[config.mk]
export PLATFORM = sky130hd
export DESIGN_NAME = channel_scan_config_regs
export DESIGN_NICKNAME = d
export VERILOG_FILES = /design/src/scan_cfg_pkg.sv /design/src/cfg_word_if.sv /design/src/serial_word_rx.sv /design/src/channel_scan_config_regs.sv
export SDC_FILE = /design/constraint.sdc
export NUM_CORES = 1
export LEC_CHECK = 0
export BUFFER_PORTS_ARGS = -buffer_cell sky130_fd_sc_hd__buf_2
export CORE_ASPECT_RATIO = 1.4
export CORE_MARGIN = 3
export CORE_UTILIZATION = 40
export CTS_CLUSTER_SIZE = 12
export DETAILED_ROUTE_END_ITERATION = 16
export PLACE_DENSITY = 0.6
export SETUP_SLACK_MARGIN = 0.3
export SYNTH_ARGS = -nofsm -noshare
export SYNTH_HDL_FRONTEND = slang
export SYNTH_SLANG_ARGS = --single-unit
[constraint.sdc]
create_clock -name clk -period 4.1 [get_ports clk]
set_clock_uncertainty 0.15 [all_clocks]
set_input_delay 0.205 -clock clk [delete_from_list [all_inputs] [get_ports clk]]
set_output_delay 0.205 -clock clk [all_outputs]
set_load 0.03 [all_outputs]
[src/scan_cfg_pkg.sv]
package scan_cfg_pkg;
  localparam int          WORD_W        = 16;
  localparam int          SEL_HI        = 15;
  localparam int          SEL_LO        = 11;
  localparam int          FIELD_HI      = 10;
  localparam int          FIELD_LO      = 3;
  localparam int          FIELD_W       = 8;
  localparam logic        CFG_WORD_FLAG = 1'h1;
  localparam logic [4:0]  UNIPOLAR_CODE = 5'h11;
  localparam logic [4:0]  POLARITY_CODE = 5'h12;
  localparam logic [4:0]  UPPER_CODE    = 5'h14;
  localparam logic [4:0]  LOWER_CODE    = 5'h15;
  localparam logic [4:0]  SEQ_CODE      = 5'h16;
  localparam logic [7:0]  FIELD_RESET   = 8'h00;
  localparam logic [4:0]  CNT_RESET     = 5'h00;
  localparam int          CNT_W         = 5;
  localparam int          SEQ_MAX       = 256;
endpackage

[src/cfg_word_if.sv]
`timescale 1ns/100ps
`default_nettype none
interface cfg_word_if;
  logic        valid;
  logic [15:0] word;
  modport src (output valid, output word);
  modport dst (input valid, input word);
endinterface
`default_nettype wire

[src/serial_word_rx.sv]
`timescale 1ns/100ps
`default_nettype none
module serial_word_rx (
  input  wire logic clk,
  input  wire logic resetn,
  // serial pins
  input  wire logic sclk_pin,
  input  wire logic csn_pin,
  input  wire logic din_pin,
  // assembled word
  cfg_word_if.src   out
);
  logic [2:0]  sclk_s_r, sclk_s_nxt;
  logic [1:0]  csn_s_r, csn_s_nxt, din_s_r, din_s_nxt;
  logic [15:0] sh_r, sh_nxt;
  logic [4:0]  cnt_r, cnt_nxt;
  logic        vld_r, vld_nxt;
  logic [15:0] word_r, word_nxt;
  logic        rise;

  always_comb begin
    sclk_s_nxt = {sclk_s_r[1:0], sclk_pin};
    csn_s_nxt  = {csn_s_r[0], csn_pin};
    din_s_nxt  = {din_s_r[0], din_pin};
    // edge taken from second and third stages only
    rise       = sclk_s_r[1] & ~sclk_s_r[2];
    sh_nxt     = sh_r;
    cnt_nxt    = cnt_r;
    vld_nxt    = 1'b0;
    word_nxt   = word_r;
    if (csn_s_r[1]) begin
      cnt_nxt = scan_cfg_pkg::CNT_RESET;
    end else if (rise && cnt_r < 5'h10) begin
      sh_nxt  = {sh_r[14:0], din_s_r[1]};
      cnt_nxt = cnt_r + 5'h01;
      if (cnt_r == 5'h0F) begin
        vld_nxt  = 1'b1;
        word_nxt = {sh_r[14:0], din_s_r[1]};
      end
    end
  end

  always_ff @(posedge clk) begin
    if (!resetn) begin
      sclk_s_r <= 3'h0;
      csn_s_r  <= 2'h3;
      din_s_r  <= 2'h0;
      sh_r     <= 16'h0000;
      cnt_r    <= 5'h00;
      vld_r    <= 1'b0;
      word_r   <= 16'h0000;
    end else begin
      sclk_s_r <= sclk_s_nxt;
      csn_s_r  <= csn_s_nxt;
      din_s_r  <= din_s_nxt;
      sh_r     <= sh_nxt;
      cnt_r    <= cnt_nxt;
      vld_r    <= vld_nxt;
      word_r   <= word_nxt;
    end
  end

  assign out.valid = vld_r;
  assign out.word  = word_r;
endmodule
`default_nettype wire

[src/channel_scan_config_regs.sv]
`timescale 1ns/100ps
`default_nettype none
module channel_scan_config_regs (
  // clock and reset
  input  wire logic        clk,
  input  wire logic        resetn,
  // serial interface pins
  input  wire logic        sclk_pin,
  input  wire logic        csn_pin,
  input  wire logic        din_pin,
  // unipolar pair setting from the neighbouring register
  input  wire logic [7:0]  pair_pseudo_diff,
  // conversion engine status
  input  wire logic        seq_busy,
  // configuration outputs
  output logic [7:0]       pair_bipolar,
  output logic [7:0]       pair_bipolar_eff,
  output logic [15:0]      scan_include,
  output logic [8:0]       seq_conversions,
  // mode-control path
  output logic             mode_word_valid,
  output logic [15:0]      mode_word,
  output logic             result_valid
);
  cfg_word_if w ();

  serial_word_rx u_rx (
    .clk      (clk),
    .resetn   (resetn),
    .sclk_pin (sclk_pin),
    .csn_pin  (csn_pin),
    .din_pin  (din_pin),
    .out      (w)
  );

  function automatic logic sel_hit(input logic [15:0] wd,
                                   input logic [4:0]  code);
    sel_hit = wd[15] == scan_cfg_pkg::CFG_WORD_FLAG &&
              wd[scan_cfg_pkg::SEL_HI:scan_cfg_pkg::SEL_LO] == code;
  endfunction

  logic [7:0]  pol_r, pol_nxt, up_r, up_nxt, lo_r, lo_nxt, seq_r, seq_nxt;
  logic        rv_r, rv_nxt, mv_r, mv_nxt;
  logic [15:0] mw_r, mw_nxt;
  logic [7:0]  fld;
  logic        is_cfg;

  always_comb begin
    // bits 2..0 of a config word are never looked at
    fld     = w.word[scan_cfg_pkg::FIELD_HI:scan_cfg_pkg::FIELD_LO];
    is_cfg  = w.word[15] == scan_cfg_pkg::CFG_WORD_FLAG;
    pol_nxt = pol_r;
    up_nxt  = up_r;
    lo_nxt  = lo_r;
    seq_nxt = seq_r;
    rv_nxt  = rv_r;
    mv_nxt  = 1'b0;
    mw_nxt  = mw_r;
    if (w.valid) begin
      if (sel_hit(w.word, scan_cfg_pkg::POLARITY_CODE))
        pol_nxt = fld;
      if (sel_hit(w.word, scan_cfg_pkg::UPPER_CODE))
        up_nxt = fld;
      if (sel_hit(w.word, scan_cfg_pkg::LOWER_CODE))
        lo_nxt = fld;
      if (sel_hit(w.word, scan_cfg_pkg::SEQ_CODE))
        seq_nxt = fld;
      if (is_cfg) begin
        // engine keeps its current mode; a write while seq_busy makes results stale until new mode word
        if (seq_busy)
          rv_nxt = 1'b0;
      end else begin
        mv_nxt = 1'b1;
        mw_nxt = w.word;
        rv_nxt = 1'b1;
      end
    end
  end

  always_ff @(posedge clk) begin
    if (!resetn) begin
      pol_r <= scan_cfg_pkg::FIELD_RESET;
      up_r  <= scan_cfg_pkg::FIELD_RESET;
      lo_r  <= scan_cfg_pkg::FIELD_RESET;
      seq_r <= scan_cfg_pkg::FIELD_RESET;
      rv_r  <= 1'b0;
      mv_r  <= 1'b0;
      mw_r  <= 16'h0000;
    end else begin
      pol_r <= pol_nxt;
      up_r  <= up_nxt;
      lo_r  <= lo_nxt;
      seq_r <= seq_nxt;
      rv_r  <= rv_nxt;
      mv_r  <= mv_nxt;
      mw_r  <= mw_nxt;
    end
  end

  // bit 10 is pair 0/1, so reverse into pair-indexed order
  genvar i;
  generate
    for (i = 0; i < 8; i++) begin : g_map
      assign pair_bipolar[i]     = pol_r[7-i];
      assign pair_bipolar_eff[i] = pol_r[7-i] & ~pair_pseudo_diff[i];
      assign scan_include[15-i]  = up_r[7-i];
      assign scan_include[7-i]   = lo_r[7-i];
    end
  endgenerate

  // 9-bit result: an 8-bit field plus one tops out at 256
  assign seq_conversions = {1'b0, seq_r} + 9'h001;
  assign mode_word_valid = mv_r;
  assign mode_word       = mw_r;
  assign result_valid    = rv_r;

  // assertion helper: a config write seen while a sequence ran, kept until
  // the next mode word; only the checks below read it
  logic stale_r, stale_nxt;

  always_comb begin
    stale_nxt = stale_r;
    if (w.valid && is_cfg && seq_busy)
      stale_nxt = 1'b1;
    else if (w.valid && !is_cfg)
      stale_nxt = 1'b0;
  end

  always_ff @(posedge clk) begin
    if (!resetn)
      stale_r <= 1'b0;
    else
      stale_r <= stale_nxt;
  end

  a_seq_cap: assert property (
    @(posedge clk) disable iff (!resetn)
    seq_conversions != 9'h000 && seq_conversions <= 9'h100)
    else $error("sequence length out of range");

  a_pol_load: assert property (
    @(posedge clk) disable iff (!resetn)
    w.valid && sel_hit(w.word, scan_cfg_pkg::POLARITY_CODE)
    |=> pol_r == $past(w.word[10:3]))
    else $error("polarity register not loaded");

  a_up_load: assert property (
    @(posedge clk) disable iff (!resetn)
    w.valid && sel_hit(w.word, scan_cfg_pkg::UPPER_CODE)
    |=> scan_include[15:8] == $past(w.word[10:3]))
    else $error("upper mask not loaded");

  a_lo_load: assert property (
    @(posedge clk) disable iff (!resetn)
    w.valid && sel_hit(w.word, scan_cfg_pkg::LOWER_CODE)
    |=> scan_include[7:0] == $past(w.word[10:3]))
    else $error("lower mask not loaded");

  a_seq_load: assert property (
    @(posedge clk) disable iff (!resetn)
    w.valid && sel_hit(w.word, scan_cfg_pkg::SEQ_CODE)
    |=> seq_conversions == {1'b0, $past(w.word[10:3])} + 9'h001)
    else $error("sequence length not loaded");

  a_hold_regs: assert property (
    @(posedge clk) disable iff (!resetn)
    !w.valid
    |=> $stable(pol_r) && $stable(scan_include) && $stable(seq_r))
    else $error("register changed without write");

  a_uni_wins: assert property (
    @(posedge clk) disable iff (!resetn)
    (pair_bipolar_eff & pair_pseudo_diff) == 8'h00)
    else $error("unipolar precedence lost");

  a_bip_stands: assert property (
    @(posedge clk) disable iff (!resetn)
    pair_pseudo_diff == 8'h00 |-> pair_bipolar_eff == pair_bipolar)
    else $error("bipolar setting lost without unipolar pair");

  a_cfg_invalid: assert property (
    @(posedge clk) disable iff (!resetn)
    w.valid && w.word[15] && seq_busy
    |=> !result_valid [*1] ##1 (!result_valid || mode_word_valid))
    else $error("result valid after busy config write");

  a_mode_pass: assert property (
    @(posedge clk) disable iff (!resetn)
    w.valid && !w.word[15]
    |=> mode_word_valid && result_valid)
    else $error("mode word not forwarded");

  a_pol_reset: assert property (
    @(posedge clk)
    !resetn |=> pair_bipolar == 8'h00)
    else $error("polarity bits not cleared by reset");

  a_up_reset: assert property (
    @(posedge clk)
    !resetn |=> scan_include[15:8] == 8'h00)
    else $error("upper mask not cleared by reset");

  a_lo_reset: assert property (
    @(posedge clk)
    !resetn |=> scan_include[7:0] == 8'h00)
    else $error("lower mask not cleared by reset");

  a_seq_reset: assert property (
    @(posedge clk)
    !resetn |=> seq_conversions == 9'h001)
    else $error("sequence length not one after reset");

  a_pair_order: assert property (
    @(posedge clk) disable iff (!resetn)
    w.valid && sel_hit(w.word, scan_cfg_pkg::POLARITY_CODE)
    |=> pair_bipolar[0] == $past(w.word[10]) &&
        pair_bipolar[7] == $past(w.word[3]))
    else $error("pair order of polarity bits wrong");

  a_ch15_order: assert property (
    @(posedge clk) disable iff (!resetn)
    w.valid && sel_hit(w.word, scan_cfg_pkg::UPPER_CODE)
    |=> scan_include[15] == $past(w.word[10]) &&
        scan_include[8] == $past(w.word[3]))
    else $error("channel order of upper mask wrong");

  a_ch7_order: assert property (
    @(posedge clk) disable iff (!resetn)
    w.valid && sel_hit(w.word, scan_cfg_pkg::LOWER_CODE)
    |=> scan_include[7] == $past(w.word[10]) &&
        scan_include[0] == $past(w.word[3]))
    else $error("channel order of lower mask wrong");

  a_seq_top: assert property (
    @(posedge clk) disable iff (!resetn)
    w.valid && sel_hit(w.word, scan_cfg_pkg::SEQ_CODE) &&
    w.word[10:3] == 8'hFF
    |=> seq_conversions == 9'h100)
    else $error("full length field not 256 conversions");

  a_seq_floor: assert property (
    @(posedge clk) disable iff (!resetn)
    w.valid && sel_hit(w.word, scan_cfg_pkg::SEQ_CODE) &&
    w.word[10:3] == 8'h00
    |=> seq_conversions == 9'h001)
    else $error("empty length field not one conversion");

  a_low_bits: assert property (
    @(posedge clk) disable iff (!resetn)
    w.valid && sel_hit(w.word, scan_cfg_pkg::POLARITY_CODE) &&
    w.word[2:0] != 3'h0
    |=> pol_r == $past(w.word[10:3]))
    else $error("low bits disturbed a register");

  a_refuse_code: assert property (
    @(posedge clk) disable iff (!resetn)
    w.valid && !sel_hit(w.word, scan_cfg_pkg::POLARITY_CODE) &&
    !sel_hit(w.word, scan_cfg_pkg::UPPER_CODE) &&
    !sel_hit(w.word, scan_cfg_pkg::LOWER_CODE) &&
    !sel_hit(w.word, scan_cfg_pkg::SEQ_CODE)
    |=> $stable(pol_r) && $stable(scan_include) && $stable(seq_r))
    else $error("register loaded by a foreign word");

  a_mode_quiet: assert property (
    @(posedge clk) disable iff (!resetn)
    !w.valid |=> !mode_word_valid && $stable(mode_word))
    else $error("mode path changed without a word");

  a_cfg_no_mode: assert property (
    @(posedge clk) disable iff (!resetn)
    w.valid && w.word[15]
    |=> !mode_word_valid && $stable(mode_word))
    else $error("config word leaked to mode path");

  a_mode_word: assert property (
    @(posedge clk) disable iff (!resetn)
    w.valid && !w.word[15] |=> mode_word == $past(w.word))
    else $error("mode word not captured");

  a_idle_keep: assert property (
    @(posedge clk) disable iff (!resetn)
    w.valid && w.word[15] && !seq_busy |=> $stable(result_valid))
    else $error("result valid moved on idle config write");

  a_stale_result: assert property (
    @(posedge clk) disable iff (!resetn)
    stale_r |-> !result_valid)
    else $error("result valid before new mode word");

  a_valid_rise: assert property (
    @(posedge clk) disable iff (!resetn)
    $rose(result_valid) |-> mode_word_valid)
    else $error("result valid rose without mode word");

  a_valid_pulse: assert property (
    @(posedge clk) disable iff (!resetn)
    mode_word_valid |=> !mode_word_valid)
    else $error("mode strobe longer than one cycle");
endmodule
`default_nettype wire

* After elaboration in Yosys (flattened, before gate mapping)
Index checks and enable logic that the tools add are counted.
** Cells by class
- Add/subtract/negate cells :: 2
- Magnitude comparators :: 1
- Equal/unequal tests :: 6
- Multiplexer cells :: 4
- Bitwise gates (word level) :: 22
- Reduce and logical (&&, ||, !) cells :: 16
** Operators with widths (count)
- $eq A5 B5 Y1 const B :: 4
- $reduce_and A2 Y1 :: 8
- $not A1 Y1 :: 13
- $add A8 B1 Y9 const B :: 1
- $and A1 B1 Y1 :: 9
- $add A5 B1 Y5 const B :: 1
- $eq A5 B4 Y1 const B :: 1
- $logic_and A1 B1 Y1 :: 5
- $lt A5 B5 Y1 const B :: 1
- $mux W1 :: 4
- $reduce_and A3 Y1 :: 1
- $reduce_or A3 Y1 :: 1
- $ne A2 B2 Y1 const B :: 1
- $reduce_or A2 Y1 :: 1
** Word-level totals
- Register bits after elaboration :: 93
- Bits of input ports :: 14
- Output and inout bits :: 59
- Logic and storage cells :: 65

* Logic depth before layout (Yosys ltp)
- Depth in word-level cells :: 5
- Depth in mapped cells :: 7
- Gate-level depth less buffers :: 5

* Modules after synthesis
From an unflattened synthesis, not the netlist that was laid out.
** Unflattened totals
- Cells, all modules :: 399
- Area total of the unflattened synthesis :: 3687.3 µm²
** Modules (own cells, without submodules)
- channel_scan_config_regs :: instances 1, cells each 219, area each 2004.4 µm², sequential area each 980.9 µm²
- serial_word_rx :: instances 1, cells each 180, area each 1682.9 µm², sequential area each 880.8 µm²

* Worst setup path after synthesis
Ideal clock, no wire load.
- Path kind :: register to register
- From :: register u_rx.cnt_r[0]
- To :: register u_rx.cnt_r[4]
- Library setup time :: 70 ps
- Arrival time :: 1476 ps
- Data required time :: 3880 ps
- Slack :: 2404 ps
- Cell stages (with the launch flop) :: 6
- Path buffers :: 0
- Period minus slack after synthesis :: 1696 ps
- Path through :: dfxtp_1 -> ha_1 -> and3_1 -> ha_1 -> or3b_2 -> a21oi_1
** Between the ends
- Word-level cells in the longest chain between the ends :: 2
- Elaborated cells on any way between the ends :: 3
- Those cells by class :: add/sub (1); order compare (1); reduce/logical (1)
** RTL lines
- start, declared :: line serial_word_rx.sv:16 : logic [4:0] cnt_r, cnt_nxt;
- start signal, assigned :: line serial_word_rx.sv:57 : cnt_r <= cnt_nxt;
- $lt A5 B5 Y1 :: line serial_word_rx.sv:33 : end else if (rise && cnt_r < 5'h10) begin
- $logic_and A1 B1 Y1 :: line serial_word_rx.sv:33
Parallel ways exist; a longest one is shown, timed or not.
A chain may end at the register's enable or synchronous reset.

* Worst setup path after layout
- From :: register u_rx.cnt_r[4]
- To :: register u_rx.word_r[2] (netlist: u_rx.out.word[2])
** Between the ends
- Word-level cells in the longest chain between the ends :: 3
- Elaborated cells on any way between the ends :: 4
- Those cells by class :: order compare (1); eq/ne (1); reduce/logical (2)
** RTL lines
- $lt A5 B5 Y1 :: line serial_word_rx.sv:33
- $logic_and A1 B1 Y1 :: line serial_word_rx.sv:33
- $reduce_and A3 Y1 (no source line) *
- end signal, assigned :: line serial_word_rx.sv:59 : word_r <= word_nxt;
- end, declared :: line serial_word_rx.sv:18 : logic [15:0] word_r, word_nxt;
Every way passes the cells marked *; elsewhere a longest branch is shown, timed or not.

==> qor.yml <==
drcViolationCount: 0
grt_pass1_wl_microns: 12600
vias_per_cell: 4.88
start_util_pct: 41.8
seq_area_frac_synth_pct: 51.2
cts.sinks: 93
worst_pin_slew_ns: 1.21
syn-num-nets: 404
rsz0062_at_grt: "no"
cts_hold_buffers: 3
final_util_pct: 50.4
stdcell_count: 562
io_buffers: 71
wl_microns: 7610
gp_congestion: 0.696
cp-end-kind: "register"
final_nets: 469
antenna_found_initial: 0
synth_area_leader_cell: "dfxtp_1"
critPathLaunchType: "register"
synth_area_sq_mm: 0.00364
num_rows: 40
grt_pass1_vias: 2552
criticalPathCategory: "register to register"
layout-drive-gt1-share_pct: 20.6
drtIter0Drc: 149
fin_crit_ns: 2.44
timing.final.crit_share_pct: 59.5
vias: 2745
final.setup.tns_ns: 0
drv_slew: 0
post_cts_resized: 0
firstDrtPassIters: 4
fmax_mhz: 410
yosysWarnings: 0
cp.arrival_ns: 2.55
track_usage_pct: 15.7
clk_pin_slew_worst_paths_ns: 0.06
synth-seq-cells: 93
die-area_sq_mm: 0.0103
numCtsBuffers: 9
grt-ovfl-total: 0
synthTopCellsByArea: "dfxtp_1 51%, mux2i_1 13%, nand2_1 13%, a21boi_0 6.0%, nor2b_1 1.7%"
p_leak_nw: 1.80
grt_max_degree: 44
final_cell_mix: "127 x nand2_1, 93 x dfxtp_1, 71 x buf_2, 49 x mux2i_1, 29 x a21boi_0"
h-tree-depth: 3
core_sq_mm: 0.00871
syn_inst: 387
slew_headroom_pct: 19.3
ir_worst_vdd_mv: 0.214
drtAntennaViolNets: 0
wl_per_cell_microns: 13.5
ys_types: 36
antennaDiodeCount: 0
insertion_delay_ns: 0.34
hold_class: "primary input to register"
hold_viol_final: 0
hpwlAfterDp_microns: 5400
cts_setup_buffers: 0
ios: 73
drv_cap: 0
die_x_microns: 86.6
required_ns: 4.21
layout_commonest_cell: "nand2_1"
root_buffer: "clkbuf_16"
synth.top_cell.area_share_pct: 51.2
status: "finished, final reports clean"
syn_to_final_growth_pct: 20.6
path_max_fanout: 17
setup_viol: 0
async_reset_ff_share_pct: 0
syn_avg_cell_area_sq_um: 9.40
pwr_density_cell_mw_per_mm2: 420
cts_tree: "yes"
die_h_microns: 119
placed_cells: 543
post-place-ws_ns: 1.65
setup_slack_ns: 1.66
cts_buffer_depth: 2
synth-edff-count: 0
synthFlopType: "dfxtp_1"
[power by group]
part           leakage (nW)  switching, mW  internal (mW)
Sequential            0.750        0.00212          0.906
Clock                 0.163          0.337          0.565
Combinational         0.886         0.0200         0.0139
[Yosys cell counts (2+ instances only)]
| cell type | n |
|---|---|
| nand2_1 | 127 |
| nand4_1 | 2 |
| and3_1 | 3 |
| a21oi_1 | 2 |
| ha_1 | 3 |
| buf_2 | 6 |
| nor2_1 | 5 |
| and2_1 | 7 |
| nand2b_1 | 5 |
| a21boi_0 | 29 |
| and4_1 | 2 |
| nor2b_1 | 10 |
| inv_1 | 3 |
| mux2i_1 | 49 |
| nand3_1 | 3 |
| xnor2_1 | 7 |
| dfxtp_1 | 93 |
| clkbuf_1 | 13 |
[per-layer routing]
metal | share of wire (%) | track usage [%]
met5 | 0 | 0
met4 | 2.3 | 7.89
met3 | 4.1 | 3.25
met2 | 48 | 25.7
met1 | 45 | 19.3
[final timing paths]
path	startpoint	end	slack [ns]	depth (start not counted)
max	u_rx.cnt_r[4]	u_rx.out.word[2]	1.66	3
min	seq_busy	result_valid	0.06	4
max reg2reg	u_rx.cnt_r[4]	u_rx.out.word[2]	1.66	3
min reg2reg	u_rx.csn_s_r[0]	u_rx.csn_s_r[1]	0.26	1
[kinds of logic after synthesis]
group | Yosys count | synth area share (%)
XOR/XNOR | 8 | 1.93
other | 1 | 0.103
adder cells (fa/ha/maj) | 3 | 1.03
AND/OR/NAND/NOR | 174 | 21.8
buffers and inverters | 26 | 3.65
flip-flops | 93 | 51.2
AO/OA/AOI/OAI | 32 | 6.47
multiplexers | 50 | 13.8
[stage by stage]
step | instance area (sq um) | hold WS, ns | power, mW
global placement | 4030 | 0.239 | 0.961
floorplan | 3640 | 0.156 | 0.950
detailed placement | 4030 | 0.240 | 0.961
finish | 4390 | 0.0574 | 1.84
CTS | 4390 | 0.0416 | 1.86
global route | 4390 | 0.130 | 1.90
[flip-flops by register name, indices dropped and copies added (netlist names), 2 cells and up]
signal / count
lo_r: 8
mode_word: 15
pol_r: 8
seq_r: 8
u_rx.cnt_r: 5
u_rx.csn_s_r: 2
u_rx.din_s_r: 2
u_rx.out.word: 16
u_rx.sclk_s_r: 3
u_rx.sh_r: 15
up_r: 8
[critical path, cell delays in order (launching register included)]
cell and delay (ns):
dfxtp_1 0.36, nor4b_4 0.73, and2_1 0.85, mux2i_1 0.26
[layout make-up]
class / count / area [sq um]
Timing Repair Buffer: 77 / 408
Multi-Input combinational cell: 268 / 1650
Sequential cell: 93 / 1860
Clock buffer: 12 / 256
Clock inverter: 4 / 70.1
Fill cell: 854 / 4320
Tap cell: 105 / 131
Inverter: 3 / 11.3
Power figures use the tool's default switching activity.
